[src/did_pkg.sv]
// Purpose: Shared constants and types for the instruction field decoder.
// Assumes: 24-bit instruction words, 16-bit register port data.
// Notes:   Field positions are fixed per field; formats overlap freely.
package did_pkg;

  // Instruction word and field positions.
  localparam int INSN_W       = 24;
  localparam int ACC_W        = 40;
  localparam int ACC_FRAC_W   = 32;
  localparam int GUARD_W      = ACC_W - ACC_FRAC_W;
  localparam int POS_ACC_SEL  = 15;
  localparam int POS_BYTE     = 14;
  localparam int POS_DEST_BIT = 13;
  localparam int POS_DWORD    = 6;
  localparam int POS_BIT_LO   = 12;
  localparam int POS_DST_LO   = 7;
  localparam int POS_SRC_LO   = 0;
  localparam int POS_BASE_LO  = 11;
  localparam int POS_FILE_LO  = 0;
  localparam int FILE_W       = 13;
  localparam int WADDR_W      = 15;
  localparam int POS_WADDR_LO = 1;
  localparam int POS_LIT_LO   = 4;
  localparam int LIT_MAX_W    = 16;
  localparam int PADDR_W      = 23;
  localparam int POS_PHI_LO   = 0;
  localparam int PHI_W        = 7;
  localparam int POS_PLO_LO   = 1;
  localparam int PLO_W        = 15;
  localparam int OFFS_W       = 16;
  localparam int POS_WB_LO    = 16;
  localparam int POS_PFX_LO   = 18;
  localparam int POS_PFXD_LO  = 22;
  localparam int POS_MUL_LO   = 19;
  localparam int POS_IMUL_LO  = 20;

  // Register port map, data width and reset values.
  localparam int          REG_DATA_W   = 16;
  localparam int          REG_ADDR_W   = 4;
  localparam logic [3:0]  ADDR_CORECTL = 4'h0;
  localparam logic [3:0]  ADDR_STATUS  = 4'h1;
  localparam logic [15:0] CORECTL_RST  = 16'h0000;
  localparam int          POS_SIGN_LO  = 12;
  localparam logic [1:0]  SIGN_SIGNED  = 2'h0;
  localparam logic [1:0]  SIGN_UNSIGN  = 2'h1;
  localparam logic [1:0]  SIGN_MIXED   = 2'h2;

  // Normalize target: redundant sign bits left above the fraction.
  localparam logic [5:0] NORMALIZE_INSTRUCTION_TARGET = 6'h08;
  localparam logic [5:0] NORMALIZE_INSTRUCTION_NONE   = 6'h27;

  // Integer multiply destination codes that name an accumulator.
  localparam logic [3:0] IMUL_ACC_A = 4'he;
  localparam logic [3:0] IMUL_ACC_B = 4'hf;

  // Literal width selector, one code per supported width.
  typedef enum logic [2:0] {
    LIT_1, LIT_4, LIT_6, LIT_8, LIT_10, LIT_14, LIT_16
  } did_lit_t;

  // Product signedness chosen for a multiply.
  typedef enum logic [1:0] {
    PROD_SS, PROD_UU, PROD_SU, PROD_US
  } did_prod_t;

endpackage
[src/did_decode.sv]
// Purpose: Decode instruction fields, choose multiply signedness and
//          normalize the two accumulators.
// Assumes: Inputs are synchronous to core_clk; fetch holds a word for
//          one cycle with insnValid high.
// Notes:   All outputs are registered; decode results appear one cycle
//          after insnValid.
//
// Contract
// - Accumulator select bit: 0 picks first, 1 picks second.
// - Byte mode bit: 0 word operation, 1 byte operation.
// - Four-bit bit position: 0000 is LSB, 1111 is MSB.
// - Destination bit: 0 default working register, 1 file register.
// - Destination, source and base selects map 0000..1111 to W0..W15.
// - Short file address is 13 bits, reaching 0x0000 to 0x1fff.
// - Word file address is 15 bits with an implied zero LSB.
// - Literals of 1, 4, 6, 8, 10, 14 and 16 bits are supported.
// - Absolute call and jump carry a 23-bit address, LSB zero.
// - Relative branch and call add a 16-bit offset to the PC.
// - Bit test destination: 0 carry flag, 1 zero flag.
// - Double-word bit: 0 word, 1 double-word operation.
// - DSP-only fields decode only in the DSP core variant.
// - Mixed-sign multiply is on when the sign mode field is 10.
// - In mixed mode W4 and W6 are unsigned, W5 and W7 signed.
// - Mixed mode picks product type from operand registers alone.
// - Integer multiply may target either accumulator.
// - Normalize shifts to the largest fraction, sign kept.
// - Normalize writes the applied shift amount out.
// - Negative flag shows the normalize shift direction.
// - An accumulator that cannot be normalized is left unchanged.
// - Each accumulator is 40 bits with eight guard bits.
//
// The placing of the registers and the plain strobed port were chosen for this implementation.
`timescale 1ns/1ps
module did_decode
#(
  parameter bit DSP_VARIANT = 1'b1
)
(
  input  wire logic                          core_clk,
  input  wire logic                          nrst,
  input  wire logic                          insnValid,
  input  wire logic [did_pkg::INSN_W-1:0]    insnWord,
  input  wire logic [did_pkg::INSN_W-1:0]    insnExtWord,
  input  wire did_pkg::did_lit_t             litSel,
  input  wire logic [did_pkg::PADDR_W-1:0]   pcIn,
  input  wire logic                          accLoad,
  input  wire logic                          accLoadSel,
  input  wire logic [did_pkg::ACC_W-1:0]     accLoadData,
  input  wire logic                          normStart,
  input  wire logic [did_pkg::REG_ADDR_W-1:0] regAddr,
  input  wire logic [did_pkg::REG_DATA_W-1:0] regWdata,
  input  wire logic                          regWrite,
  input  wire logic                          regRead,
  output logic [did_pkg::REG_DATA_W-1:0]     regRdata,
  output logic                               decValid,
  output logic                               accSecond,
  output logic                               byteOp,
  output logic                               dwordOp,
  output logic [3:0]                         bitPos,
  output logic [15:0]                        bitMask,
  output logic                               toFileReg,
  output logic                               testToZero,
  output logic [3:0]                         dstReg,
  output logic [3:0]                         srcReg,
  output logic [3:0]                         baseReg,
  output logic [did_pkg::FILE_W-1:0]         fileAddr,
  output logic [did_pkg::OFFS_W-1:0]         fileByteAddr,
  output logic [did_pkg::LIT_MAX_W-1:0]      literal,
  output logic [did_pkg::PADDR_W-1:0]        absTarget,
  output logic [did_pkg::PADDR_W-1:0]        relTarget,
  output logic                               dspFieldsValid,
  output logic [1:0]                         writeBackMode,
  output logic [3:0]                         prefetchOp,
  output logic [1:0]                         prefetchDst,
  output logic [3:0]                         mulOpA,
  output logic [3:0]                         mulOpB,
  output logic                               mulPairInvalid,
  output did_pkg::did_prod_t                 prodType,
  output logic                               intMulToAcc,
  output logic                               intMulAccSecond,
  output logic [did_pkg::ACC_W-1:0]          accFirst,
  output logic [did_pkg::ACC_W-1:0]          accSecondVal,
  output logic                               normDone,
  output logic [5:0]                         normShift,
  output logic                               negFlag
);
  import did_pkg::*;

  // ****************
  // Helper functions
  // ****************

  // Mask that keeps only the literal bits of the chosen width.
  function automatic logic [LIT_MAX_W-1:0] litMask(input did_lit_t sel);
    begin
      case (sel)
        LIT_1:   litMask = 16'h0001;
        LIT_4:   litMask = 16'h000f;
        LIT_6:   litMask = 16'h003f;
        LIT_8:   litMask = 16'h00ff;
        LIT_10:  litMask = 16'h03ff;
        LIT_14:  litMask = 16'h3fff;
        default: litMask = 16'hffff;
      endcase
    end
  endfunction

  // Operand register pair for a multiply with two different registers.
  function automatic logic [8:0] mulPair(input logic [2:0] code);
    begin
      case (code)
        3'h0:    mulPair = {1'b0, 4'h4, 4'h5};
        3'h1:    mulPair = {1'b0, 4'h4, 4'h6};
        3'h2:    mulPair = {1'b0, 4'h4, 4'h7};
        3'h4:    mulPair = {1'b0, 4'h5, 4'h6};
        3'h5:    mulPair = {1'b0, 4'h5, 4'h7};
        3'h6:    mulPair = {1'b0, 4'h6, 4'h7};
        default: mulPair = {1'b1, 4'h4, 4'h5};
      endcase
    end
  endfunction

  // Operand is unsigned in mixed mode when it comes from W4 or W6.
  function automatic logic mixedUnsigned(input logic [3:0] default_working_register);
    begin
      mixedUnsigned = (default_working_register == 4'h4) || (default_working_register == 4'h6);
    end
  endfunction

  // Count of bits below the top that repeat the accumulator sign.
  function automatic logic [5:0] signRun(input logic [ACC_W-1:0] v);
    logic stop;
    begin
      signRun = 6'h00;
      stop = 1'b0;
      for (int i = ACC_W - 2; i >= 0; i--)
      begin
        if (!stop && (v[i] == v[ACC_W-1]))
          signRun = 6'(signRun + 6'h01);
        else
          stop = 1'b1;
      end
    end
  endfunction

  // ****************
  // Combinational decode of the incoming word
  // ****************

  logic [8:0]            pairNext;
  logic [1:0]            signMode;
  logic [15:0]           coreCtl_reg;
  logic                  opAUnsigned;
  logic                  opBUnsigned;
  did_prod_t             prodNext;
  logic [3:0]            imulCode;
  logic [PADDR_W-1:0]    offsExt;

  assign pairNext = mulPair(insnWord[POS_MUL_LO +: 3]);
  assign signMode = coreCtl_reg[POS_SIGN_LO +: 2];
  assign imulCode = insnWord[POS_IMUL_LO +: 4];
  // Offset is sign extended to the program counter width.
  assign offsExt  = {{(PADDR_W-OFFS_W){insnExtWord[OFFS_W-1]}},
                     insnExtWord[OFFS_W-1:0]};

  // Operand signedness follows the sign mode field, or the registers.
  always_comb
  begin
    if (signMode == SIGN_MIXED)
    begin
      opAUnsigned = mixedUnsigned(pairNext[7:4]);
      opBUnsigned = mixedUnsigned(pairNext[3:0]);
    end
    else
    begin
      opAUnsigned = (signMode == SIGN_UNSIGN);
      opBUnsigned = (signMode == SIGN_UNSIGN);
    end
    // Product type comes from operand signedness only.
    case ({opAUnsigned, opBUnsigned})
      2'b00:   prodNext = PROD_SS;
      2'b11:   prodNext = PROD_UU;
      2'b01:   prodNext = PROD_SU;
      default: prodNext = PROD_US;
    endcase
  end

  // ****************
  // Registered decode outputs
  // ****************

  // Pulse marking that the decode outputs hold a fresh word.
  always_ff @(posedge core_clk or negedge nrst)
  begin
    if (!nrst)
      decValid <= 1'b0;
    else
      decValid <= insnValid;
  end

  // General field decode, captured on each valid word.
  always_ff @(posedge core_clk or negedge nrst)
  begin
    if (!nrst)
    begin
      byteOp       <= 1'b0;
      dwordOp      <= 1'b0;
      bitPos       <= 4'h0;
      bitMask      <= 16'h0000;
      toFileReg    <= 1'b0;
      testToZero   <= 1'b0;
      dstReg       <= 4'h0;
      srcReg       <= 4'h0;
      baseReg      <= 4'h0;
      fileAddr     <= '0;
      fileByteAddr <= '0;
      literal      <= '0;
      absTarget    <= '0;
      relTarget    <= '0;
    end
    else if (insnValid)
    begin
      byteOp       <= insnWord[POS_BYTE];
      dwordOp      <= insnWord[POS_DWORD];
      bitPos       <= insnWord[POS_BIT_LO +: 4];
      bitMask      <= 16'h0001 << insnWord[POS_BIT_LO +: 4];
      toFileReg    <= insnWord[POS_DEST_BIT];
      testToZero   <= insnWord[POS_DEST_BIT];
      dstReg       <= insnWord[POS_DST_LO +: 4];
      srcReg       <= insnWord[POS_SRC_LO +: 4];
      baseReg      <= insnWord[POS_BASE_LO +: 4];
      fileAddr     <= insnWord[POS_FILE_LO +: FILE_W];
      fileByteAddr <= {insnWord[POS_WADDR_LO +: WADDR_W],
                       1'b0};
      literal      <= insnWord[POS_LIT_LO +: LIT_MAX_W]
                      & litMask(litSel);
      absTarget    <= {insnExtWord[POS_PHI_LO +: PHI_W],
                       insnWord[POS_PLO_LO +: PLO_W],
                       1'b0};
      relTarget    <= PADDR_W'(pcIn + offsExt);
    end
  end

  // DSP-only fields; forced to zero on a core without the DSP engine.
  always_ff @(posedge core_clk or negedge nrst)
  begin
    if (!nrst)
    begin
      dspFieldsValid <= 1'b0;
      accSecond      <= 1'b0;
      writeBackMode  <= 2'h0;
      prefetchOp     <= 4'h0;
      prefetchDst    <= 2'h0;
    end
    else if (insnValid)
    begin
      dspFieldsValid <= DSP_VARIANT;
      accSecond      <= DSP_VARIANT
                        & insnWord[POS_ACC_SEL];
      writeBackMode  <= DSP_VARIANT ? insnWord[POS_WB_LO +: 2]
                                    : 2'h0;
      prefetchOp     <= DSP_VARIANT ? insnWord[POS_PFX_LO +: 4]
                                    : 4'h0;
      prefetchDst    <= DSP_VARIANT ? insnWord[POS_PFXD_LO +: 2]
                                    : 2'h0;
    end
  end

  // Multiplier operand and destination decode.
  always_ff @(posedge core_clk or negedge nrst)
  begin
    if (!nrst)
    begin
      mulOpA          <= 4'h4;
      mulOpB          <= 4'h5;
      mulPairInvalid  <= 1'b0;
      prodType        <= PROD_SS;
      intMulToAcc     <= 1'b0;
      intMulAccSecond <= 1'b0;
    end
    else if (insnValid)
    begin
      mulOpA          <= pairNext[7:4];
      mulOpB          <= pairNext[3:0];
      mulPairInvalid  <= pairNext[8];
      prodType        <= prodNext;
      intMulToAcc     <= (imulCode == IMUL_ACC_A)
                         || (imulCode == IMUL_ACC_B);
      intMulAccSecond <= (imulCode == IMUL_ACC_B);
    end
  end

  // ****************
  // Accumulators and normalize
  // ****************

  logic                  normTarget;
  logic [ACC_W-1:0]      normSrc;
  logic [5:0]            runLen;
  logic                  canNorm;
  logic                  goLeft;
  logic [5:0]            shiftMag;
  logic [ACC_W-1:0]      normResult;

  // Normalize acts on the accumulator named by the select bit.
  assign normTarget = insnWord[POS_ACC_SEL];
  assign normSrc    = normTarget ? accSecondVal : accFirst;
  assign runLen     = signRun(normSrc);
  assign canNorm    = (runLen != NORMALIZE_INSTRUCTION_NONE);
  assign goLeft     = (runLen > NORMALIZE_INSTRUCTION_TARGET);
  assign shiftMag   = goLeft ? 6'(runLen - NORMALIZE_INSTRUCTION_TARGET)
                             : 6'(NORMALIZE_INSTRUCTION_TARGET - runLen);
  // Arithmetic right shift keeps the sign; left shift stops short of it.
  assign normResult = goLeft ? (normSrc << shiftMag)
                             : ACC_W'($signed(normSrc) >>> shiftMag);

  // Accumulator storage; a datapath load wins over a normalize.
  always_ff @(posedge core_clk or negedge nrst)
  begin
    if (!nrst)
    begin
      accFirst     <= '0;
      accSecondVal <= '0;
    end
    else if (accLoad)
    begin
      if (accLoadSel)
        accSecondVal <= accLoadData;
      else
        accFirst <= accLoadData;
    end
    else if (normStart && canNorm)
    begin
      if (normTarget)
        accSecondVal <= normResult;
      else
        accFirst <= normResult;
    end
  end

  // Shift count and direction flag; negative count means a left shift.
  always_ff @(posedge core_clk or negedge nrst)
  begin
    if (!nrst)
    begin
      normDone  <= 1'b0;
      normShift <= 6'h00;
      negFlag   <= 1'b0;
    end
    else
    begin
      normDone <= normStart && !accLoad;
      if (normStart && !accLoad)
      begin
        if (canNorm)
        begin
          normShift <= goLeft ? 6'(6'h00 - shiftMag)
                              : shiftMag;
          negFlag   <= goLeft;
        end
        else
        begin
          normShift <= 6'h00;
          negFlag   <= 1'b0;
        end
      end
    end
  end

  // ****************
  // Register port
  // ****************

  // Core control register; holds the multiply sign mode field.
  always_ff @(posedge core_clk or negedge nrst)
  begin
    if (!nrst)
      coreCtl_reg <= CORECTL_RST;
    else if (regWrite && (regAddr == ADDR_CORECTL))
      coreCtl_reg <= regWdata;
  end

  // Read data appear in the cycle after the read strobe, else zero.
  always_ff @(posedge core_clk or negedge nrst)
  begin
    if (!nrst)
      regRdata <= '0;
    else if (regRead && (regAddr == ADDR_CORECTL))
      regRdata <= coreCtl_reg;
    else if (regRead && (regAddr == ADDR_STATUS))
      regRdata <= {8'h00, negFlag, 1'b0, normShift};
    else
      regRdata <= '0;
  end

endmodule

[config.mk]
export PLATFORM = sky130hd
export DESIGN_NAME = did_decode
export DESIGN_NICKNAME = d
export VERILOG_FILES = /design/src/did_pkg.sv /design/src/did_decode.sv
export SDC_FILE = /design/constraint.sdc
export NUM_CORES = 1
export LEC_CHECK = 0
export ABC_AREA = 1
export ABC_CLOCK_PERIOD_IN_PS = 19600
export BUFFER_PORTS_ARGS = -buffer_cell sky130_fd_sc_hd__buf_4
export CAP_MARGIN = 20
export CORE_MARGIN = 10
export CORE_UTILIZATION = 35
export DETAILED_ROUTE_END_ITERATION = 7
export PLACE_DENSITY = 0.66
export SKIP_LAST_GASP = 1
export SYNTH_ARGS = -nofsm -noshare
export SYNTH_HDL_FRONTEND = slang
export SYNTH_SLANG_ARGS = --single-unit
[constraint.sdc]
create_clock -name core_clk -period 19.6 [get_ports core_clk]
set_input_delay 0 -clock core_clk [delete_from_list [all_inputs] [get_ports core_clk]]
set_output_delay 0 -clock core_clk [all_outputs]
set_load 0.01 [all_outputs]
Word level (Yosys, flattened, before mapping):

Cells that the tools add are included.
W data, S select, Z words.

* bits in registers: 268
* bits in latches: 0
* bits in writable memories: 0
* bits in read-only memories: 0
* input bits: 142
* output and inout port bits: 255
* word-level logic and storage cells: 334
* memories: 0

* $add $sub $neg: 42
* multipliers: 0
* div/mod/pow operators: 0
* magnitude comparators: 1
* eq/ne operators: 64
* shift-type cells: 3
* muxes and demuxes: 99
* bitwise gates (word level): 1
* reductions and logical operators: 92

Operators by type and width (count)
* $mux W40: 10
* $mux W6: 41
* $add A6 B1 Y6 const B: 38
* $pmux W16 S6: 1
* $pmux W9 S6: 1
* $logic_and A1 B1 Y1: 43
* $mux W1: 42
* $shl A40 B6 Y40: 1
* $sshr A40 B6 Y40: 1
* $eq A1 B1 Y1: 39
* $logic_not A1 Y1: 38
* $mux W16: 2
* $add A23 B23 Y23: 1
* $and A16 B16 Y16: 1
* $eq A4 B3 Y1 const B: 4
* $shl A1 B4 Y16 const A: 1
* $eq A3 B3 Y1 const B: 5
* $eq A3 B2 Y1 const B: 3
* $eq A4 B4 Y1 const B: 2
* $mux W8: 1
* $eq A3 B1 Y1 const B: 2
* $gt A6 B4 Y1 const B: 1
* $logic_not A3 Y1: 2
* $ne A6 B6 Y1 const B: 1
* other kinds (14): 21

Logic depth before layout (Yosys ltp):

Gate-level depths: netlist of the first run.

* depth in word-level cells: 122
* depth in mapped cells: 141
* gate-level depth less buffers: 139

Least setup slack after synthesis of the first run:

No wires, ideal clock.

* path kind: register to register
* start point: register accSecondVal[39] (netlist name)
* end point: register accFirst[35] (netlist name)
* library setup time: 113 ps
* arrival time: 21753 ps
* required time: 19487 ps
* setup slack: -2266 ps
* cell stages (with the launch flop): 138
* buffers on the path: 2
* period minus slack after synthesis: 21866 ps
* cells stage by stage: dfrtp_1 nand2_1 nand2_2 buf_2 xnor2_1 nor2_1 a21oi_1 ha_1 inv_1 nand3_1 nand2_1 inv_1 ha_1 nand3_1 nand2_1 ha_1 or2_2 and2_1 (+102 left out) nand3_1 nand2_2 inv_1 a21oi_4 nand3_1 nand2_2 buf_2 nand2_1 nand3_1 nand3_1 nand3_1 nand2_1 nand2_1 nand2_1 nand2_1 nand3_1 nand2_1 inv_1

* word-level cells in the longest chain between the ends: 122
* elaborated cells on any way between the ends: 244
* classes of those cells: add/sub (40); order compare (1); eq/ne (40); shift (2); mux (83); reduce/logical (78)

RTL lines
* start, declared: line did_decode.sv:82 `output logic [did_pkg::ACC_W-1:0] accSecondVal,`
* start signal, assigned: line did_decode.sv:328 `accSecondVal <= accLoadData;`
* start signal, assigned: line did_decode.sv:335 `accSecondVal <= normResult;`
* $mux W40 *: line did_decode.sv:307 `assign normSrc = normTarget ? accSecondVal : accFirst;`
* branches (longest 121 deep; another with $add A6 B1 Y6)
* end signal, assigned: line did_decode.sv:330 `accFirst <= accLoadData;`
* end signal, assigned: line did_decode.sv:337 `accFirst <= normResult;`
* end, declared: line did_decode.sv:81 `output logic [did_pkg::ACC_W-1:0] accFirst,`

Every way passes the cells marked *. The select of a mux whose other input is x is not followed.
A chain may end at the register's enable or synchronous reset.

Worst setup path in the final report of the first run:

* start point: register accFirst[39] (netlist name)
* end point: register accFirst[38] (netlist name)

* word-level cells in the longest chain between the ends: 122
* elaborated cells on any way between the ends: 244
* classes of those cells: add/sub (40); order compare (1); eq/ne (40); shift (2); mux (83); reduce/logical (78)

RTL lines (line)
* $mux W40 *: did_decode.sv:307
* branches (longest 121 deep; another with $add A6 B1 Y6)

Marks and branches as above.

==> impl_metrics.env, run 1 <==
export IMPL_status="complete, but fails checks"
export IMPL_violations="setup timing"
export IMPL_reg_top3="accFirst (40), accSecondVal (40), relTarget (23)"
export IMPL_drt_first_pass_iters=8
export IMPL_drive_gt1_frac=0.425
export IMPL_placedCellCount=4443
export IMPL_syn_area_sq_mm=0.0202
export IMPL_finalNetCount=4220
export IMPL_cp_end_kind="flip-flop"
export IMPL_critPathLaunchType="flip-flop"
export IMPL_cts_tree="done"
export IMPL_clock_sink_count=216
export IMPL_hold_path_class="input port to flip-flop"
export IMPL_wirelength_um=93400
export IMPL_ir_drop_v=0.0000924
export IMPL_synth_edf_count=0
export IMPL_multi_input_area_sq_mm=0.0158
export IMPL_place_congestion=1.05
export IMPL_rr_endpoint="accFirst[38]"
export IMPL_dp_hpwl_um=67400
export IMPL_path_common_cell="buf_4"
export IMPL_drtIter0Drc=2205
export IMPL_grt_pass1_vias=23700
export IMPL_maxCapViolCount=0
export IMPL_critPathMaxFanout=9
export IMPL_ff2ff_path_depth=153
export IMPL_hold_depth=5
export IMPL_cts_path_max_buffers=3
export IMPL_antenna_left=0
export IMPL_ios=397
export IMPL_cts_max_level=1
export IMPL_required_ps=20080
export IMPL_final_area_sq_mm=0.0326
export IMPL_core_area_sq_mm=0.0567
export IMPL_cellPowerDensity_mw_per_mm2=177
export IMPL_max_stage_delay_ps=410
export IMPL_portBuffers=382
export IMPL_rows=87
export IMPL_rsz0062_at_grt="true"
export IMPL_wire_per_inst_um=19.5
export IMPL_synthFlopType="dfrtp_1"
export IMPL_hold_viol_final=0
export IMPL_layout_filler_cells=5042
export IMPL_ff2ff_setup_slack_ps=-970
export IMPL_drcViolationCount=0
export IMPL_min_to="relTarget[19]"
export IMPL_syn_instance_count=3221
export IMPL_grt_pass1_wl_um=135000
export IMPL_track_usage=0.252
export IMPL_final_max_slew_viol_count=0
export IMPL_max_freq_ghz=0.0486
export IMPL_async_flop_share=1.00
export IMPL_layout_common_cells="nand2_1 (809), buf_4 (709), inv_1 (312)"
export IMPL_crit_path_top_delay_cell="dfrtp_1"
export IMPL_viasPerCell=5.23
export IMPL_grt_antenna_before_repair=1
export IMPL_area_growth_syn_to_layout_pct=61.6
export IMPL_skew_ps=36.4
export IMPL_die_width_um=260
export IMPL_min_period_ps=20570
export IMPL_relSlewSlack=0.184
export IMPL_power_leakage_nw=16.7
export IMPL_clockRootBuffer="clkbuf_16"
export IMPL_start_util=0.355
export IMPL_critPathArrivalTime_ps=21050
export IMPL_ys_seq_elements=216
export IMPL_crit_type="flip-flop to flip-flop"
export IMPL_stdcell_count=4787
export IMPL_fin_crit_sh=1.05
export IMPL_synth_cell_type_count=61
export IMPL_final_seq_area_sq_mm=0.00541
export IMPL_placed_area_sq_mm=0.0253
export IMPL_yosysSeqAreaShare=0.268
export IMPL_dieArea_sq_mm=0.0676
export IMPL_cts_buffers=26
export IMPL_ys_warnings_count=0
export IMPL_r2r_start="accFirst[39]"
export IMPL_syn_avg_cell_area_sq_um=6.26
export IMPL_final_common_cell="nand2_1"
export IMPL_clock_latency_ps=580
export IMPL_tightest_slew_ps=1210
export IMPL_grt_max_degree=103
export IMPL_fin_ws_ps=-974
export IMPL_min_from="pcIn[19]"
export IMPL_vias=25100
export IMPL_grt_ovfl_total=0
export IMPL_die_h_um=260
export IMPL_finalSetupViolations=87
export IMPL_path_clk_slew_ps=60
==> report_power, final <==
part	total, mW	switching, mW	internal (mW)
sequential	0.641	0.0888	0.553
clock	0.454	0.197	0.257
combinational	4.67	2.73	1.94
==> per-layer routing <==
layer | part of all wire | GRT usage | vias up
met4 | 0.046 | 0.0945 | 0
met3 | 0.089 | 0.0479 | 269
met5 | 0 | 0 | -
met1 | 0.39 | 0.308 | 11800
met2 | 0.48 | 0.430 | 1195
li1 | - | - | 11800
==> synthesized netlist by cell type (all sizes together) (11+ instances only) <==
cell type / n / share of area
nand2: 1122 / 0.22
nand3: 459 / 0.12
inv: 355 / 0.067
nor2: 283 / 0.057
dfrtp: 215 / 0.27
o21ai: 167 / 0.043
a21oi: 155 / 0.040
buf: 127 / 0.050
or2: 80 / 0.025
ha: 65 / 0.040
clkbuf: 47 / 0.010
xor2: 23 / 0.010
nand3b: 14 / 0.0052
nand4: 14 / 0.0043
xnor2: 14 / 0.0061
o22ai: 13 / 0.0040
and2: 11 / 0.0034
==> cell type report <==
type / count / area share
Clock inverter: 7 / 0.00173
Sequential cell: 216 / 0.166
Timing Repair Buffer: 938 / 0.254
Clock buffer: 39 / 0.0224
Inverter: 357 / 0.0420
Antenna cell: 1 / 0.0000768
Multi-Input combinational cell: 2473 / 0.484
Tap cell: 756 / 0.0290
==> how the worst max path moves through the flow <==
stage	end	depth (start not counted)	slack [ps]	start
3_3_place_gp	accSecondVal[36]	136	-1070	accFirst[39]
6_report	accFirst[38]	153	-970	accFirst[39]
4_1_cts	accFirst[38]	140	-740	accSecondVal[39]
3_5_place_dp	accSecondVal[36]	136	-1290	accFirst[39]
2_1_floorplan	accFirst[5]	134	-190	accFirst[39]
5_1_grt	accSecondVal[38]	140	-1740	accFirst[39]
==> per-stage QoR <==
step	hold slack [ps]	power, mW	TNS, ps	setup slack, ps	utilization
after global routing	39.6	6.07	-140070	-1740	0.574
after floorplan	-296	2.52	-13060	-194	-
after detailed placement	128	3.69	-97030	-1290	0.447
after CTS	0.543	4.85	-55720	-737	0.526
final	7.70	5.76	-71380	-974	0.574
after global placement	124	3.69	-77540	-1070	0.447
==> logic make-up (layout without fill, tap and decap cells) <==
| kind of cell | Yosys count | in the layout | synth area share |
|---|---|---|---|
| flip-flops | 216 | 216 | 0.268 |
| AO/OA/AOI/OAI | 371 | 371 | 0.100 |
| other | 2 | 7 | 0.000373 |
| adder cells (fa/ha/maj) | 66 | 66 | 0.0413 |
| AND/OR/NAND/NOR | 1990 | 1992 | 0.443 |
| multiplexers | 1 | 1 | 0.000497 |
| XOR/XNOR | 37 | 37 | 0.0161 |
| buffers and inverters | 538 | 1341 | 0.130 |
==> repair_timing <==
item | 4_1_cts | 5_1_grt
cloned | 15 | 6
pin swaps | 142 | 234
buffers inserted | 94 | 57
setup endpoints to repair | 87 | 87
resized for setup | 316 | 529
endpoints found under the hold margin | 287 | 0
hold buffers | 133 | 0
==> worst max-delay path: cells and delay by family, from the launching register on <==
family                   cells  cell delay, ps
AO/OA/AOI/OAI                6             770
XOR/XNOR                     1             200
adder cells (fa/ha/maj)     23            5570
buffers and inverters       47            5410
flip-flops                   1             410
AND/OR/NAND/NOR             76            7970
Power figures use the tool's default switching activity.
==> inputs of run 2 (changes only) <==
--- a/config.mk
+++ b/config.mk
@@ -6,14 +6,12 @@
 export NUM_CORES = 1
 export LEC_CHECK = 0
 export ABC_AREA = 1
-export ABC_CLOCK_PERIOD_IN_PS = 19600
 export BUFFER_PORTS_ARGS = -buffer_cell sky130_fd_sc_hd__buf_4
 export CAP_MARGIN = 20
 export CORE_MARGIN = 10
 export CORE_UTILIZATION = 35
 export DETAILED_ROUTE_END_ITERATION = 7
 export PLACE_DENSITY = 0.66
-export SKIP_LAST_GASP = 1
 export SYNTH_ARGS = -nofsm -noshare
 export SYNTH_HDL_FRONTEND = slang
 export SYNTH_SLANG_ARGS = --single-unit
==> run 2 against run 1 <==
  * The flow still finishes with violations (setup timing)
  * Global-route usage is 0.081 points higher
  * Clock-buffer cell count stayed put
  * Clock skew is 2.1 ps lower
  * Combinational power is 6.6% lower
  * Die area stayed put
  * Sequential cell count stayed put
  * Utilization is 1.5 points lower
  * Sequential power hardly changed
  * Non-clock buffer count is 19 lower
  * Setup slack better by 56 ps
  * Critical endpoint unchanged
  * Largest power group unchanged
==> impl_metrics.env, run 2 (synthesized netlist as in run 1, its figures left out) <==
export IMPL_required_ps=20080
export IMPL_placedCellCount=4443
export IMPL_drive_gt1_frac=0.401
export IMPL_path_buf_inv=43
export IMPL_max_stage_delay_ps=410
export IMPL_vias=24800
export IMPL_hold_depth=5
export IMPL_violations="setup timing"
export IMPL_die_width_um=260
export IMPL_cts_max_level=1
export IMPL_cts_tree="done"
export IMPL_place_congestion=1.05
export IMPL_drcViolationCount=0
export IMPL_core_area_sq_mm=0.0567
export IMPL_ff2ff_setup_slack_ps=-920
export IMPL_rsz0062_at_grt="true"
export IMPL_grt_max_degree=103
export IMPL_stdcell_count=4768
export IMPL_crit_type="flip-flop to flip-flop"
export IMPL_grt_ovfl_total=0
export IMPL_track_usage=0.252
export IMPL_dp_hpwl_um=67400
export IMPL_hold_path_class="input port to flip-flop"
export IMPL_final_common_cell="nand2_1"
export IMPL_clock_latency_ps=580
export IMPL_finalNetCount=4201
export IMPL_met1_usage=0.311
export IMPL_die_h_um=260
export IMPL_rows=87
export IMPL_fin_crit_sh=1.05
export IMPL_skew_ps=34.4
export IMPL_fin_ws_ps=-919
export IMPL_final_core_util=0.559
export IMPL_start_util=0.355
export IMPL_reg_top3="accFirst (40), accSecondVal (40), relTarget (23)"
export IMPL_grtUsageMet3=0.0459
export IMPL_tightest_slew_ps=1200
export IMPL_tns_ps=-64530
export IMPL_wirelength_um=91900
export IMPL_path_common_cell="buf_4"
export IMPL_layout_common_cells="nand2_1 (841), buf_4 (700), inv_1 (309)"
export IMPL_crit_path_top_delay_cell="dfrtp_1"
export IMPL_portBuffers=382
export IMPL_maxCapViolCount=0
export IMPL_placed_area_sq_mm=0.0253
export IMPL_finalSetupViolations=87
export IMPL_dieArea_sq_mm=0.0676
export IMPL_area_growth_syn_to_layout_pct=57.2
export IMPL_path_clk_slew_ps=60
export IMPL_max_freq_ghz=0.0487
export IMPL_wire_per_inst_um=19.3
export IMPL_drtIter0Drc=2224
export IMPL_ir_drop_v=0.0000904
export IMPL_drt_first_pass_iters=8
export IMPL_clockRootBuffer="clkbuf_16"
export IMPL_holdWs_ps=8.43
export IMPL_min_period_ps=20520
export IMPL_grtUsageMet2=0.431
export IMPL_final_max_slew_viol_count=0
export IMPL_min_to="relTarget[19]"
export IMPL_status="complete, but fails checks"
export IMPL_grt_antenna_before_repair=1
export IMPL_critPathMaxFanout=8
export IMPL_r2r_start="accFirst[39]"
export IMPL_critPathArrivalTime_ps=21000
export IMPL_grt_pass1_vias=23800
export IMPL_critPathLaunchType="flip-flop"
export IMPL_rr_endpoint="accFirst[38]"
export IMPL_cts_buffers=26
export IMPL_crit_family="simple AND/OR/NAND/NOR gates"
export IMPL_cts_path_max_buffers=3
export IMPL_ios=397
export IMPL_min_from="pcIn[19]"
export IMPL_grt_pass1_wl_um=135000
export IMPL_viasPerCell=5.21
export IMPL_antenna_left=0
export IMPL_cp_end_kind="flip-flop"
export IMPL_busiest_layer="met2"
export IMPL_ff2ff_path_depth=151
export IMPL_power_leakage_nw=16.5
export IMPL_cellPowerDensity_mw_per_mm2=172
export IMPL_relSlewSlack=0.188
export IMPL_clock_sink_count=216
export IMPL_hold_viol_final=0
export IMPL_final_area_sq_mm=0.0317
run 2: cell count changes in the layout (fill, tap and decap cells not counted), sizes merged:
cell,change
buf,-16
clkbuf,-3
run 2: power breakdown:
group / total [mW] / internal (mW) / switching, mW
sequential: 0.641 / 0.553 / 0.0885
combinational: 4.36 / 1.81 / 2.55
clock: 0.454 / 0.257 / 0.197
run 2: repair_timing:
action,in CTS,in global routing
hold endpoints to repair,287,0
hold buffers,133,0
buffers inserted,94,39
setup endpoints to repair,87,87
gates cloned,15,2
resized for setup,365,330
pin swaps,144,158
run 2: worst register-to-register path: cells and delay by family (launching register included):
family                     cells  cell delay, ps
adders and majority gates     24            5810
AOI/OAI and AO/OA              6             920
DFF                            1             410
buffers and inverters         43            4820
xor gates and xnor gates       1             200
and+or+nand+nor               77            8220
run 2: cell type report:
cell class	count	area, sq um
sequential	216	5410
clock buffer	39	729
clock inverter	7	56.3
multi-input combinational	2473	15100
fill	5197	25000
timing repair buffer	919	8130
tap	756	946
antenna	1	2.50
inverter	357	1360
run 2: stage by stage:
stage	power (mW)	setup WS [ps]
floorplan	2.52	-194
global placement	3.69	-1070
detailed placement	3.69	-1290
CTS	4.91	-737
global route	5.76	-1760
finish	5.46	-919
run 2: worst max path at each step:
stage                           from                to  slack [ps]  cells past startpoint
finish                  accFirst[39]      accFirst[38]        -920                    151
floorplan               accFirst[39]       accFirst[5]        -190                    134
detailed placement      accFirst[39]  accSecondVal[36]       -1290                    136
CTS                 accSecondVal[39]      accFirst[38]        -740                    140
global route            accFirst[39]  accSecondVal[38]       -1760                    137
global placement        accFirst[39]  accSecondVal[36]       -1070                    136
run 2: layer usage:
| layer | routed length (um) | vias to the layer above |
|---|---|---|
| met2 | 43500 | 1118 |
| met5 | 0 | - |
| met4 | 4210 | 0 |
| met1 | 36300 | 11700 |
| met3 | 7900 | 232 |
| li1 | - | 11800 |
